`src/fifo_host_pkg.sv`:
```
// shared constants for the expansion-aware fifo host controller
package fifo_host_pkg;
	localparam int DATA_W = 9;
	localparam int CNT_W = 8;
	localparam int CLK_PERIOD_NS = 25;
	// strobe and recovery times; values are plain defaults for the attached part
	localparam int T_WR_LOW_NS = 25;
	localparam int T_ACCESS_NS = 20;
	localparam int T_FLAG_REC_NS = 15;
	localparam int T_CLEAR_LOW_NS = 50;
	localparam int T_REPLAY_LOW_NS = 25;
	localparam logic [1:0] MODE_SINGLE = 2'h0;
	localparam logic [1:0] MODE_WIDTH = 2'h1;
	localparam logic [1:0] MODE_DEPTH = 2'h2;
	localparam logic PIN_LOW = 1'b0;
	localparam logic PIN_HIGH = 1'b1;

	// least time rounds up to whole cycles, never below one
	function automatic int ns_to_cycles(input int ns);
		int c;
		c = (ns + CLK_PERIOD_NS - 1) / CLK_PERIOD_NS;
		return (c < 1) ? 1 : c;
	endfunction

	localparam int WR_LOW_CYC = ns_to_cycles(T_WR_LOW_NS);
	localparam int ACCESS_CYC = ns_to_cycles(T_ACCESS_NS);
	localparam int FLAG_REC_CYC = ns_to_cycles(T_FLAG_REC_NS);
	localparam int CLEAR_LOW_CYC = ns_to_cycles(T_CLEAR_LOW_NS);
	localparam int REPLAY_LOW_CYC = ns_to_cycles(T_REPLAY_LOW_NS);
endpackage

```
`src/word_stream_if.sv`:
```
// valid/ready word stream between the controller and its buffer
`timescale 1ns/100ps
interface word_stream_if #(
	parameter int WIDTH = 9
);
	logic valid;
	logic ready;
	logic [WIDTH-1:0] data;
	modport source (output valid, output data, input ready);
	modport sink (input valid, input data, output ready);
endinterface // word_stream_if
```
`src/fifo_host.sv`:
```
// host controller driving the strobes of an asynchronous 9-bit fifo array
// Overview of operation
// - cascade devices when depth exceeds one device
// - first chain device holds chain-head select low
// - other chain devices hold chain-head select high
// - each token output feeds next token input
// - composite flags assert only when all assert
// - width mode ties controls, flags from one
// - two fifos may couple bidirectional systems
// - each new word needs fresh write pulse
`timescale 1ns/100ps
module fifo_host
	import fifo_host_pkg::*;
#(
	parameter int NDEV = 2,
	parameter int BUF_DEPTH = 16,
	parameter bit IS_FIRST = 1'b1
) (
	input wire logic clk_i,
	input wire logic rst_i,
	input wire logic [1:0] mode_i,
	input wire logic clear_req_i,
	input wire logic replay_req_i,
	input wire logic wr_valid_i,
	input wire logic [DATA_W-1:0] wr_data_i,
	output logic wr_ready_o,
	output logic rd_valid_o,
	output logic [DATA_W-1:0] rd_data_o,
	input wire logic rd_ready_i,
	output logic busy_o,
	output logic full_o,
	output logic empty_o,
	output logic half_full_o,
	output logic clear_input_n_o,
	output logic chain_head_select_o,
	output logic write_strobe_n_o,
	output logic read_strobe_n_o,
	output logic [DATA_W-1:0] data_in_bus_o,
	input wire logic [DATA_W-1:0] data_out_bus_i,
	input wire logic [NDEV-1:0] full_indicator_n_i,
	input wire logic [NDEV-1:0] empty_indicator_n_i,
	input wire logic half_full_indicator_n_i
);
	typedef enum logic [6:0] {
		ST_IDLE = 7'h01,
		ST_CLEAR = 7'h02,
		ST_REPLAY = 7'h04,
		ST_WRITE = 7'h08,
		ST_READ = 7'h10,
		ST_RECOVER = 7'h20,
		ST_HOLD = 7'h40
	} state_e;

	state_e state_q, state_d;
	logic [CNT_W-1:0] cnt_q, cnt_d;
	logic clear_pend_q;
	logic replay_pend_q;
	logic prefer_rd_q;
	logic [DATA_W-1:0] wr_data_q;
	logic [DATA_W-1:0] rd_data_q;
	logic rd_valid_q;

	// phase counters run down to zero, so a phase of n cycles loads n - 1
	function automatic logic [CNT_W-1:0] cyc_load(input int n);
		return CNT_W'(n - 1);
	endfunction

	word_stream_if #(.WIDTH(DATA_W)) in_s ();
	word_stream_if #(.WIDTH(DATA_W)) out_s ();

	assign in_s.valid = wr_valid_i;
	assign in_s.data = wr_data_i;
	assign wr_ready_o = in_s.ready;

	word_buffer #(
		.WIDTH(DATA_W),
		.DEPTH(BUF_DEPTH)
	) u_buffer (
		.clk_i(clk_i),
		.rst_i(rst_i),
		.push(in_s),
		.pop(out_s)
	);

	// the token chain is board wiring; depth mode treats the NDEV devices as one buffer
	wire depth_mode = (mode_i == MODE_DEPTH);
	// in depth mode the composite flag is low only when every device reports it low; in other modes device 0 alone sets it
	wire full_all_n = depth_mode ? (|full_indicator_n_i) : full_indicator_n_i[0];
	wire empty_all_n = depth_mode ? (|empty_indicator_n_i) : empty_indicator_n_i[0];
	wire cnt_done = (cnt_q == '0);
	wire can_wr = out_s.valid && full_all_n;
	// a word waits in rd_data_q until taken, so reads stall on back-pressure
	wire can_rd = empty_all_n && !rd_valid_q;
	wire do_wr = can_wr && (!can_rd || !prefer_rd_q);
	wire do_rd = can_rd && !do_wr;
	wire replay_ok = replay_pend_q && !depth_mode;
	wire wr_finish = (state_q == ST_WRITE) && cnt_done;
	wire rd_finish = (state_q == ST_READ) && cnt_done;
	wire take_clear = (state_q == ST_IDLE) && clear_pend_q;
	wire take_replay = (state_q == ST_IDLE) && !clear_pend_q && replay_ok;

	// buffer word leaves only on the rising write strobe, one word per pulse
	assign out_s.ready = wr_finish;

	always_comb begin
		state_d = state_q;
		cnt_d = cnt_done ? cnt_q : cnt_q - 1'b1;
		case (state_q)
			ST_IDLE: begin
				if (clear_pend_q) begin
					state_d = ST_CLEAR;
					cnt_d = cyc_load(CLEAR_LOW_CYC);
				end else if (replay_ok) begin
					state_d = ST_REPLAY;
					cnt_d = cyc_load(REPLAY_LOW_CYC);
				end else if (do_wr) begin
					state_d = ST_WRITE;
					cnt_d = cyc_load(WR_LOW_CYC);
				end else if (do_rd) begin
					state_d = ST_READ;
					cnt_d = cyc_load(ACCESS_CYC);
				end
			end
			ST_CLEAR, ST_REPLAY, ST_WRITE, ST_READ: begin
				if (cnt_done) begin
					state_d = ST_RECOVER;
					cnt_d = cyc_load(FLAG_REC_CYC);
				end
			end
			ST_RECOVER: begin
				// flags lag the strobe edge, so they are ignored until settled
				if (cnt_done) begin
					state_d = ST_HOLD;
				end
			end
			ST_HOLD: begin
				state_d = ST_IDLE;
			end
			default: begin
				state_d = ST_IDLE;
				cnt_d = '0;
			end
		endcase
	end

	always_ff @(posedge clk_i or posedge rst_i) begin
		if (rst_i) begin
			state_q <= ST_IDLE;
			cnt_q <= '0;
		end else begin
			state_q <= state_d;
			cnt_q <= cnt_d;
		end
	end

	// a request arriving in the taking cycle is kept, set wins over clear
	always_ff @(posedge clk_i or posedge rst_i) begin
		if (rst_i) begin
			clear_pend_q <= 1'b1;
			replay_pend_q <= 1'b0;
		end else begin
			clear_pend_q <= clear_req_i || (clear_pend_q && !take_clear);
			replay_pend_q <= (replay_req_i && !depth_mode)
				|| (replay_pend_q && !take_replay && !take_clear && !depth_mode);
		end
	end

	always_ff @(posedge clk_i or posedge rst_i) begin
		if (rst_i) begin
			prefer_rd_q <= 1'b0;
			wr_data_q <= '0;
		end else begin
			if (wr_finish) prefer_rd_q <= 1'b1;
			if (rd_finish) prefer_rd_q <= 1'b0;
			if (state_q == ST_IDLE && state_d == ST_WRITE) wr_data_q <= out_s.data;
		end
	end

	// word is sampled after access time while the read strobe is still low
	always_ff @(posedge clk_i or posedge rst_i) begin
		if (rst_i) begin
			rd_valid_q <= 1'b0;
			rd_data_q <= '0;
		end else begin
			if (rd_finish) begin
				rd_valid_q <= 1'b1;
				rd_data_q <= data_out_bus_i;
			end else if (rd_ready_i) begin
				rd_valid_q <= 1'b0;
			end
		end
	end

	// strobes come straight from one-hot state bits, so they cannot glitch
	assign write_strobe_n_o = (state_q != ST_WRITE);
	assign read_strobe_n_o = (state_q != ST_READ);
	assign clear_input_n_o = (state_q != ST_CLEAR);
	// in a chain this pin marks the head; alone it is the replay strobe
	assign chain_head_select_o = depth_mode ? (IS_FIRST ? PIN_LOW : PIN_HIGH)
		: (state_q != ST_REPLAY);
	assign data_in_bus_o = wr_data_q;
	assign rd_valid_o = rd_valid_q;
	assign rd_data_o = rd_data_q;
	assign busy_o = (state_q != ST_IDLE);
	assign full_o = !full_all_n;
	assign empty_o = !empty_all_n;
	assign half_full_o = !depth_mode && !half_full_indicator_n_i;

	// helper: length of the current write strobe low phase
	logic [CNT_W-1:0] wr_low_run_q;
	always_ff @(posedge clk_i or posedge rst_i) begin
		if (rst_i) wr_low_run_q <= '0;
		else wr_low_run_q <= write_strobe_n_o ? '0 : wr_low_run_q + 1'b1;
	end

	// helper: length of the current clear pin low phase
	logic [CNT_W-1:0] clr_low_run_q;
	always_ff @(posedge clk_i or posedge rst_i) begin
		if (rst_i) clr_low_run_q <= '0;
		else clr_low_run_q <= clear_input_n_o ? '0 : clr_low_run_q + 1'h1;
	end

	property p_write_guard;
		@(posedge clk_i) disable iff (rst_i)
		$fell(write_strobe_n_o) |-> $past(full_all_n);
	endproperty
	a_write_guard: assert property (p_write_guard) else $error("write strobe while full");

	property p_read_guard;
		@(posedge clk_i) disable iff (rst_i)
		$fell(read_strobe_n_o) |-> $past(empty_all_n) && !rd_valid_q;
	endproperty
	a_read_guard: assert property (p_read_guard) else $error("read strobe while empty");

	property p_clear_quiet;
		@(posedge clk_i) disable iff (rst_i)
		!clear_input_n_o |-> write_strobe_n_o && read_strobe_n_o;
	endproperty
	a_clear_quiet: assert property (p_clear_quiet) else $error("strobe during clear");

	property p_write_width;
		@(posedge clk_i) disable iff (rst_i)
		$rose(write_strobe_n_o) |-> wr_low_run_q == CNT_W'(WR_LOW_CYC);
	endproperty
	a_write_width: assert property (p_write_width) else $error("write pulse width wrong");

	property p_write_data_stable;
		@(posedge clk_i) disable iff (rst_i)
		!write_strobe_n_o |=> $stable(data_in_bus_o);
	endproperty
	a_write_data_stable: assert property (p_write_data_stable) else $error("data moved");

	property p_head_low;
		@(posedge clk_i) disable iff (rst_i)
		depth_mode && IS_FIRST |-> !chain_head_select_o;
	endproperty
	a_head_low: assert property (p_head_low) else $error("chain head not low");

	property p_head_high;
		@(posedge clk_i) disable iff (rst_i)
		depth_mode && !IS_FIRST |-> chain_head_select_o;
	endproperty
	a_head_high: assert property (p_head_high) else $error("chain member not high");

	property p_no_replay_depth;
		@(posedge clk_i) disable iff (rst_i)
		depth_mode |-> state_q != ST_REPLAY && !half_full_o;
	endproperty
	a_no_replay_depth: assert property (p_no_replay_depth) else $error("replay in depth");

	property p_read_capture;
		@(posedge clk_i) disable iff (rst_i)
		$rose(rd_valid_q) |-> $rose(read_strobe_n_o) && rd_data_q == $past(data_out_bus_i);
	endproperty
	a_read_capture: assert property (p_read_capture) else $error("read capture wrong");

	property p_pop_on_rise;
		@(posedge clk_i) disable iff (rst_i)
		(out_s.valid && out_s.ready) |=> $rose(write_strobe_n_o);
	endproperty
	a_pop_on_rise: assert property (p_pop_on_rise) else $error("pop not on strobe rise");

	property p_wr_has_word;
		@(posedge clk_i) disable iff (rst_i)
		$fell(write_strobe_n_o) |-> out_s.valid;
	endproperty
	a_wr_has_word: assert property (p_wr_has_word) else $error("strobe without word");

	property p_rd_hold;
		@(posedge clk_i) disable iff (rst_i)
		rd_valid_q && !rd_ready_i |=> rd_valid_q && $stable(rd_data_q);
	endproperty
	a_rd_hold: assert property (p_rd_hold) else $error("read word moved");

	property p_clear_width;
		@(posedge clk_i) disable iff (rst_i)
		$rose(clear_input_n_o) |-> clr_low_run_q == CNT_W'(CLEAR_LOW_CYC);
	endproperty
	a_clear_width: assert property (p_clear_width) else $error("clear width wrong");
endmodule // fifo_host

```
`src/word_buffer.sv`:
```
// parameterised first-in first-out buffer for outgoing words
`timescale 1ns/100ps
module word_buffer #(
	parameter int WIDTH = 9,
	parameter int DEPTH = 16
) (
	input wire logic clk_i,
	input wire logic rst_i,
	word_stream_if.sink push,
	word_stream_if.source pop
);
	localparam int AW = $clog2(DEPTH);
	logic [WIDTH-1:0] mem_q [DEPTH];
	// the head word sits in its own register so the consumer only sees flop data
	logic [WIDTH-1:0] head_q;
	logic [AW-1:0] wr_ptr_q;
	logic [AW-1:0] rd_ptr_q;
	logic [AW:0] count_q;

	function automatic logic [AW-1:0] next_ptr(input logic [AW-1:0] p);
		return (p == AW'(DEPTH - 1)) ? '0 : p + 1'h1;
	endfunction

	wire push_fire = push.valid && push.ready;
	wire pop_fire = pop.valid && pop.ready;
	wire [AW-1:0] wr_next = next_ptr(wr_ptr_q);
	wire [AW-1:0] rd_next = next_ptr(rd_ptr_q);
	// a word that becomes the head at once bypasses the array, whose slot is not yet written
	wire head_from_push = push_fire
		&& ((count_q == '0) || (pop_fire && count_q == (AW+1)'(1)));

	assign push.ready = (count_q != (AW+1)'(DEPTH));
	assign pop.valid = (count_q != '0);
	assign pop.data = head_q;

	always_ff @(posedge clk_i) begin
		if (push_fire) begin
			mem_q[wr_ptr_q] <= push.data;
		end
		if (head_from_push) begin
			head_q <= push.data;
		end else if (pop_fire) begin
			head_q <= mem_q[rd_next];
		end
	end

	always_ff @(posedge clk_i or posedge rst_i) begin
		if (rst_i) begin
			wr_ptr_q <= '0;
			rd_ptr_q <= '0;
			count_q <= '0;
		end else begin
			if (push_fire) wr_ptr_q <= wr_next;
			if (pop_fire) rd_ptr_q <= rd_next;
			count_q <= count_q + (AW+1)'(push_fire) - (AW+1)'(pop_fire);
		end
	end
endmodule // word_buffer

```
`config.mk`:
```
export PLATFORM = sky130hd
export DESIGN_NAME = fifo_host
export DESIGN_NICKNAME = d
export VERILOG_FILES = /design/src/fifo_host_pkg.sv /design/src/word_stream_if.sv /design/src/fifo_host.sv /design/src/word_buffer.sv
export SDC_FILE = /design/constraint.sdc
export NUM_CORES = 1
export LEC_CHECK = 0
export CAP_MARGIN = 25
export CORE_ASPECT_RATIO = 0.5
export CORE_MARGIN = 5
export CORE_UTILIZATION = 35
export CTS_CLUSTER_SIZE = 12
export DETAILED_ROUTE_END_ITERATION = 6
export DONT_BUFFER_PORTS = 1
export GPL_ROUTABILITY_DRIVEN = 0
export GPL_TIMING_DRIVEN = 0
export SETUP_SLACK_MARGIN = 0.1
export SLEW_MARGIN = 15
export SYNTH_ARGS = -nofsm -noshare
export SYNTH_HDL_FRONTEND = slang
export SYNTH_SLANG_ARGS = --single-unit
```
`constraint.sdc`:
```
create_clock -name clk_i -period 7.15 [get_ports clk_i]
set_input_delay 1.43 -clock clk_i [delete_from_list [all_inputs] [get_ports clk_i]]
set_output_delay 1.43 -clock clk_i [all_outputs]
set_load 0.01 [all_outputs]
```
==> qor.csv <==
metric,value,unit
hold_viol_final,0,
dr.pass1.iters,5,
clock_latency,0.50,ns
grtUsageTotal,0.136,
viasPerCell,5.22,
setup_viol,0,
fin_nets,655,
avgSynthCellArea,15.3,sq um
first_global_vias,5102,
status,completed,
clock-root-buffer,clkbuf_16,
netlist_instances,578,
initial_utilization,0.353,
cp.arrival,2.05,ns
fillers,2267,
holdBufCountCts,0,
multi_input_area,2770,sq um
core,25000,sq um
crit_type,input pin to primary output,
synth.distinct_cells,66,
power_density,399,nW/um^2
hpwlAfterDp,13.1,mm
drt-total-wl,19.1,mm
maxCapViolations,0,
antennaDiodeCount,0,
antenna_found_initial,0,
cts-resized-gates,0,
finalWorstSetupSlack,3.67,ns
final_cell_mix,"edfxtp_1, dfrtp_1, nand2_1, mux2_2, nor2_1",
use_met1,0.187,
syn-num-nets,624,
holdCritPathClass,register to register,
critPathTopFamily,simple AND/OR/NAND/NOR gates,
fin_crit_sh,0.487,
path_max_fanout,6,
die_area,28700,sq um
clkSlewWorstSetupHoldPaths,0.06,ns
postCtsSetupBuffers,0,
cts_tree,yes,
numCtsBuffers,21,
yosysWarningCount,0,
wl_per_cell,19.9,um
final_common_cell,edfxtp_1,
busiest_layer,met2,
critPathSlowestCell,nor2b_1,
htreeDepth,1,
num_rows,41,
portBuffers,0,
rrSetupSlack,4.04,ns
rsz0062_at_grt,no,
critPathCaptureType,primary output,
worst_pin_slew,1.03,ns
die_h,122,um
grt_first_pass_wirelength,30.1,mm
grt_use_met2,0.225,
cts_sinks,203,
layout_min_cycle_time,3.48,ns
start_kind,input pin,
gr-total-overflow,0,
max_freq,0.287,GHz
slew_viol_final,0,
slowest_delay,0.40,ns
critPathRequiredTime,5.72,ns
ys_seq_area_frac,0.663,
fin_skew,0.0141,ns
drc,0,
synth_area,8820,sq um
synth_edf_count,153,
place_ws,3.67,ns
final-seq-area,5850,sq um
drt_iter0_markers,370,
die_w,235,um
io_pins,59,
num_vias,5018,
syn2layout_area_growth,12.7,%
async_flop_share,0.246,
maxSlewHeadroom,0.309,
p_leak,3.53,nW
use_met3,0.0254,
peakVddDrop,0.000166,V
cp_num_buf_inv,0,
setup_tns,0,ns
synth_flop_cell,edfxtp_1,
grt_max_degree,35,
ys_seq_elements,203,
clock_path_buffers,3,
critical_path.cell_chain,nor2b_1 > a21oi_1,
antenna_left,0,
layout-drive-gt1-share,0.222,
-- registers in the layout (all words and copies together), names as in the netlist --
register	count
replay_pend_q	1
clear_pend_q	1
rd_data_o	9
prefer_rd_q	1
cnt_q	8
u_buffer.mem_q	144
u_buffer.wr_ptr_q	4
u_buffer.count_q	5
state_q	7
u_buffer.rd_ptr_q	4
data_in_bus_o	9
u_buffer.pop.data	9
rd_valid_o	1
-- power by group --
part	switching [mW]	internal [mW]	total [mW]	leakage [nW]
Clock	0.420	0.537	0.958	0.283
Combinational	0.755	0.603	1.36	1.24
Sequential	0.159	1.50	1.66	2.01
-- per-layer routing --
| metal | up-vias | part of all wire | routed length (um) |
|---|---|---|---|
| li1 | 2277 | - | - |
| met1 | 2578 | 0.45 | 8590 |
| met2 | 137 | 0.48 | 9160 |
| met3 | 26 | 0.054 | 1040 |
| met4 | 0 | 0.017 | 331 |
| met5 | - | 0 | 0 |
-- final timing paths --
path / depth (start not counted) / from / end
max in group asynchronous: 2 / rst_i / cnt_q[4]$_DFF_PP0_
min in group asynchronous: 1 / rst_i / rd_data_o[8]$_DFFE_PP0P_
max: 2 / mode_i[1] / full_o
min: 1 / u_buffer.pop.data[7]$_DFFE_PP_ / data_in_bus_o[7]$_DFFE_PP0P_
min reg2reg: 1 / u_buffer.pop.data[7]$_DFFE_PP_ / data_in_bus_o[7]$_DFFE_PP0P_
max reg2reg: 7 / u_buffer.rd_ptr_q[1]$_DFFE_PP0P_ / u_buffer.pop.data[3]$_DFFE_PP_
-- per-stage QoR --
step,cells,power (mW),cell area [sq um],hold WS (ns),util
floorplan,578,2.67,8820,0.455,-
global placement,922,2.99,9250,0.460,0.370
detailed placement,928,3.03,9360,0.465,0.375
CTS,960,4.00,9930,0.477,0.398
global route,962,4.21,9950,0.495,0.398
finish,962,3.97,9950,0.479,0.398
-- cell type report --
class                           instances  share of cell area
Inverter                               28              0.0108
Clock inverter                          4             0.00239
Buffer                                 26              0.0142
Sequential cell                       203               0.588
Timing Repair Buffer                    8             0.00742
Multi-Input combinational cell        321               0.278
Clock buffer                           28              0.0555
Tap cell                              344              0.0433
-- kinds of logic after synthesis --
logic type | after synthesis | synth area share
flip-flops | 203 | 0.663
AND/OR/NAND/NOR | 132 | 0.0857
AO/OA/AOI/OAI | 97 | 0.0783
multiplexers | 62 | 0.108
buffers and inverters | 54 | 0.0282
XOR/XNOR | 15 | 0.0149
adder cells (fa/ha/maj) | 15 | 0.0221
-- synthesized netlist by cell type, types with 2 or more instances --
cell type  count  share of area
and3_1         2         0.0014
nand2b_1       4         0.0028
nand3_1       10         0.0057
nand4b_1       2         0.0020
o21a_1         2         0.0017
clkbuf_1      12         0.0051
dfrtp_1       48           0.14
nor3b_1       15          0.013
nor3_1        11         0.0062
dfstp_2        2         0.0060
mux4_2        20          0.051
nor4_1         5         0.0035
edfxtp_1     153           0.52
and2_1         4         0.0028
a21oi_1       22          0.012
buf_2          8         0.0045
a211o_1       13          0.013
a31o_2        10         0.0099
o211ai_1       2         0.0017
or2_1          3         0.0021
mux2_2        28          0.036
a22o_1         2         0.0020
ha_1          14          0.020
buf_4          3         0.0026
nor2_1        27          0.011
a221oi_1       5         0.0050
nand4_1        2         0.0014
mux2i_1        4         0.0045
inv_1         26          0.011
nand4bb_1      2         0.0026
xnor2_1        9         0.0089
a21o_1         4         0.0034
nand2_1       34          0.014
buf_6          3         0.0038
a31oi_1       11         0.0078
mux2_4         9          0.015
xor2_1         6         0.0060
o21ai_0       13         0.0074
Power figures use the tool's default switching activity.
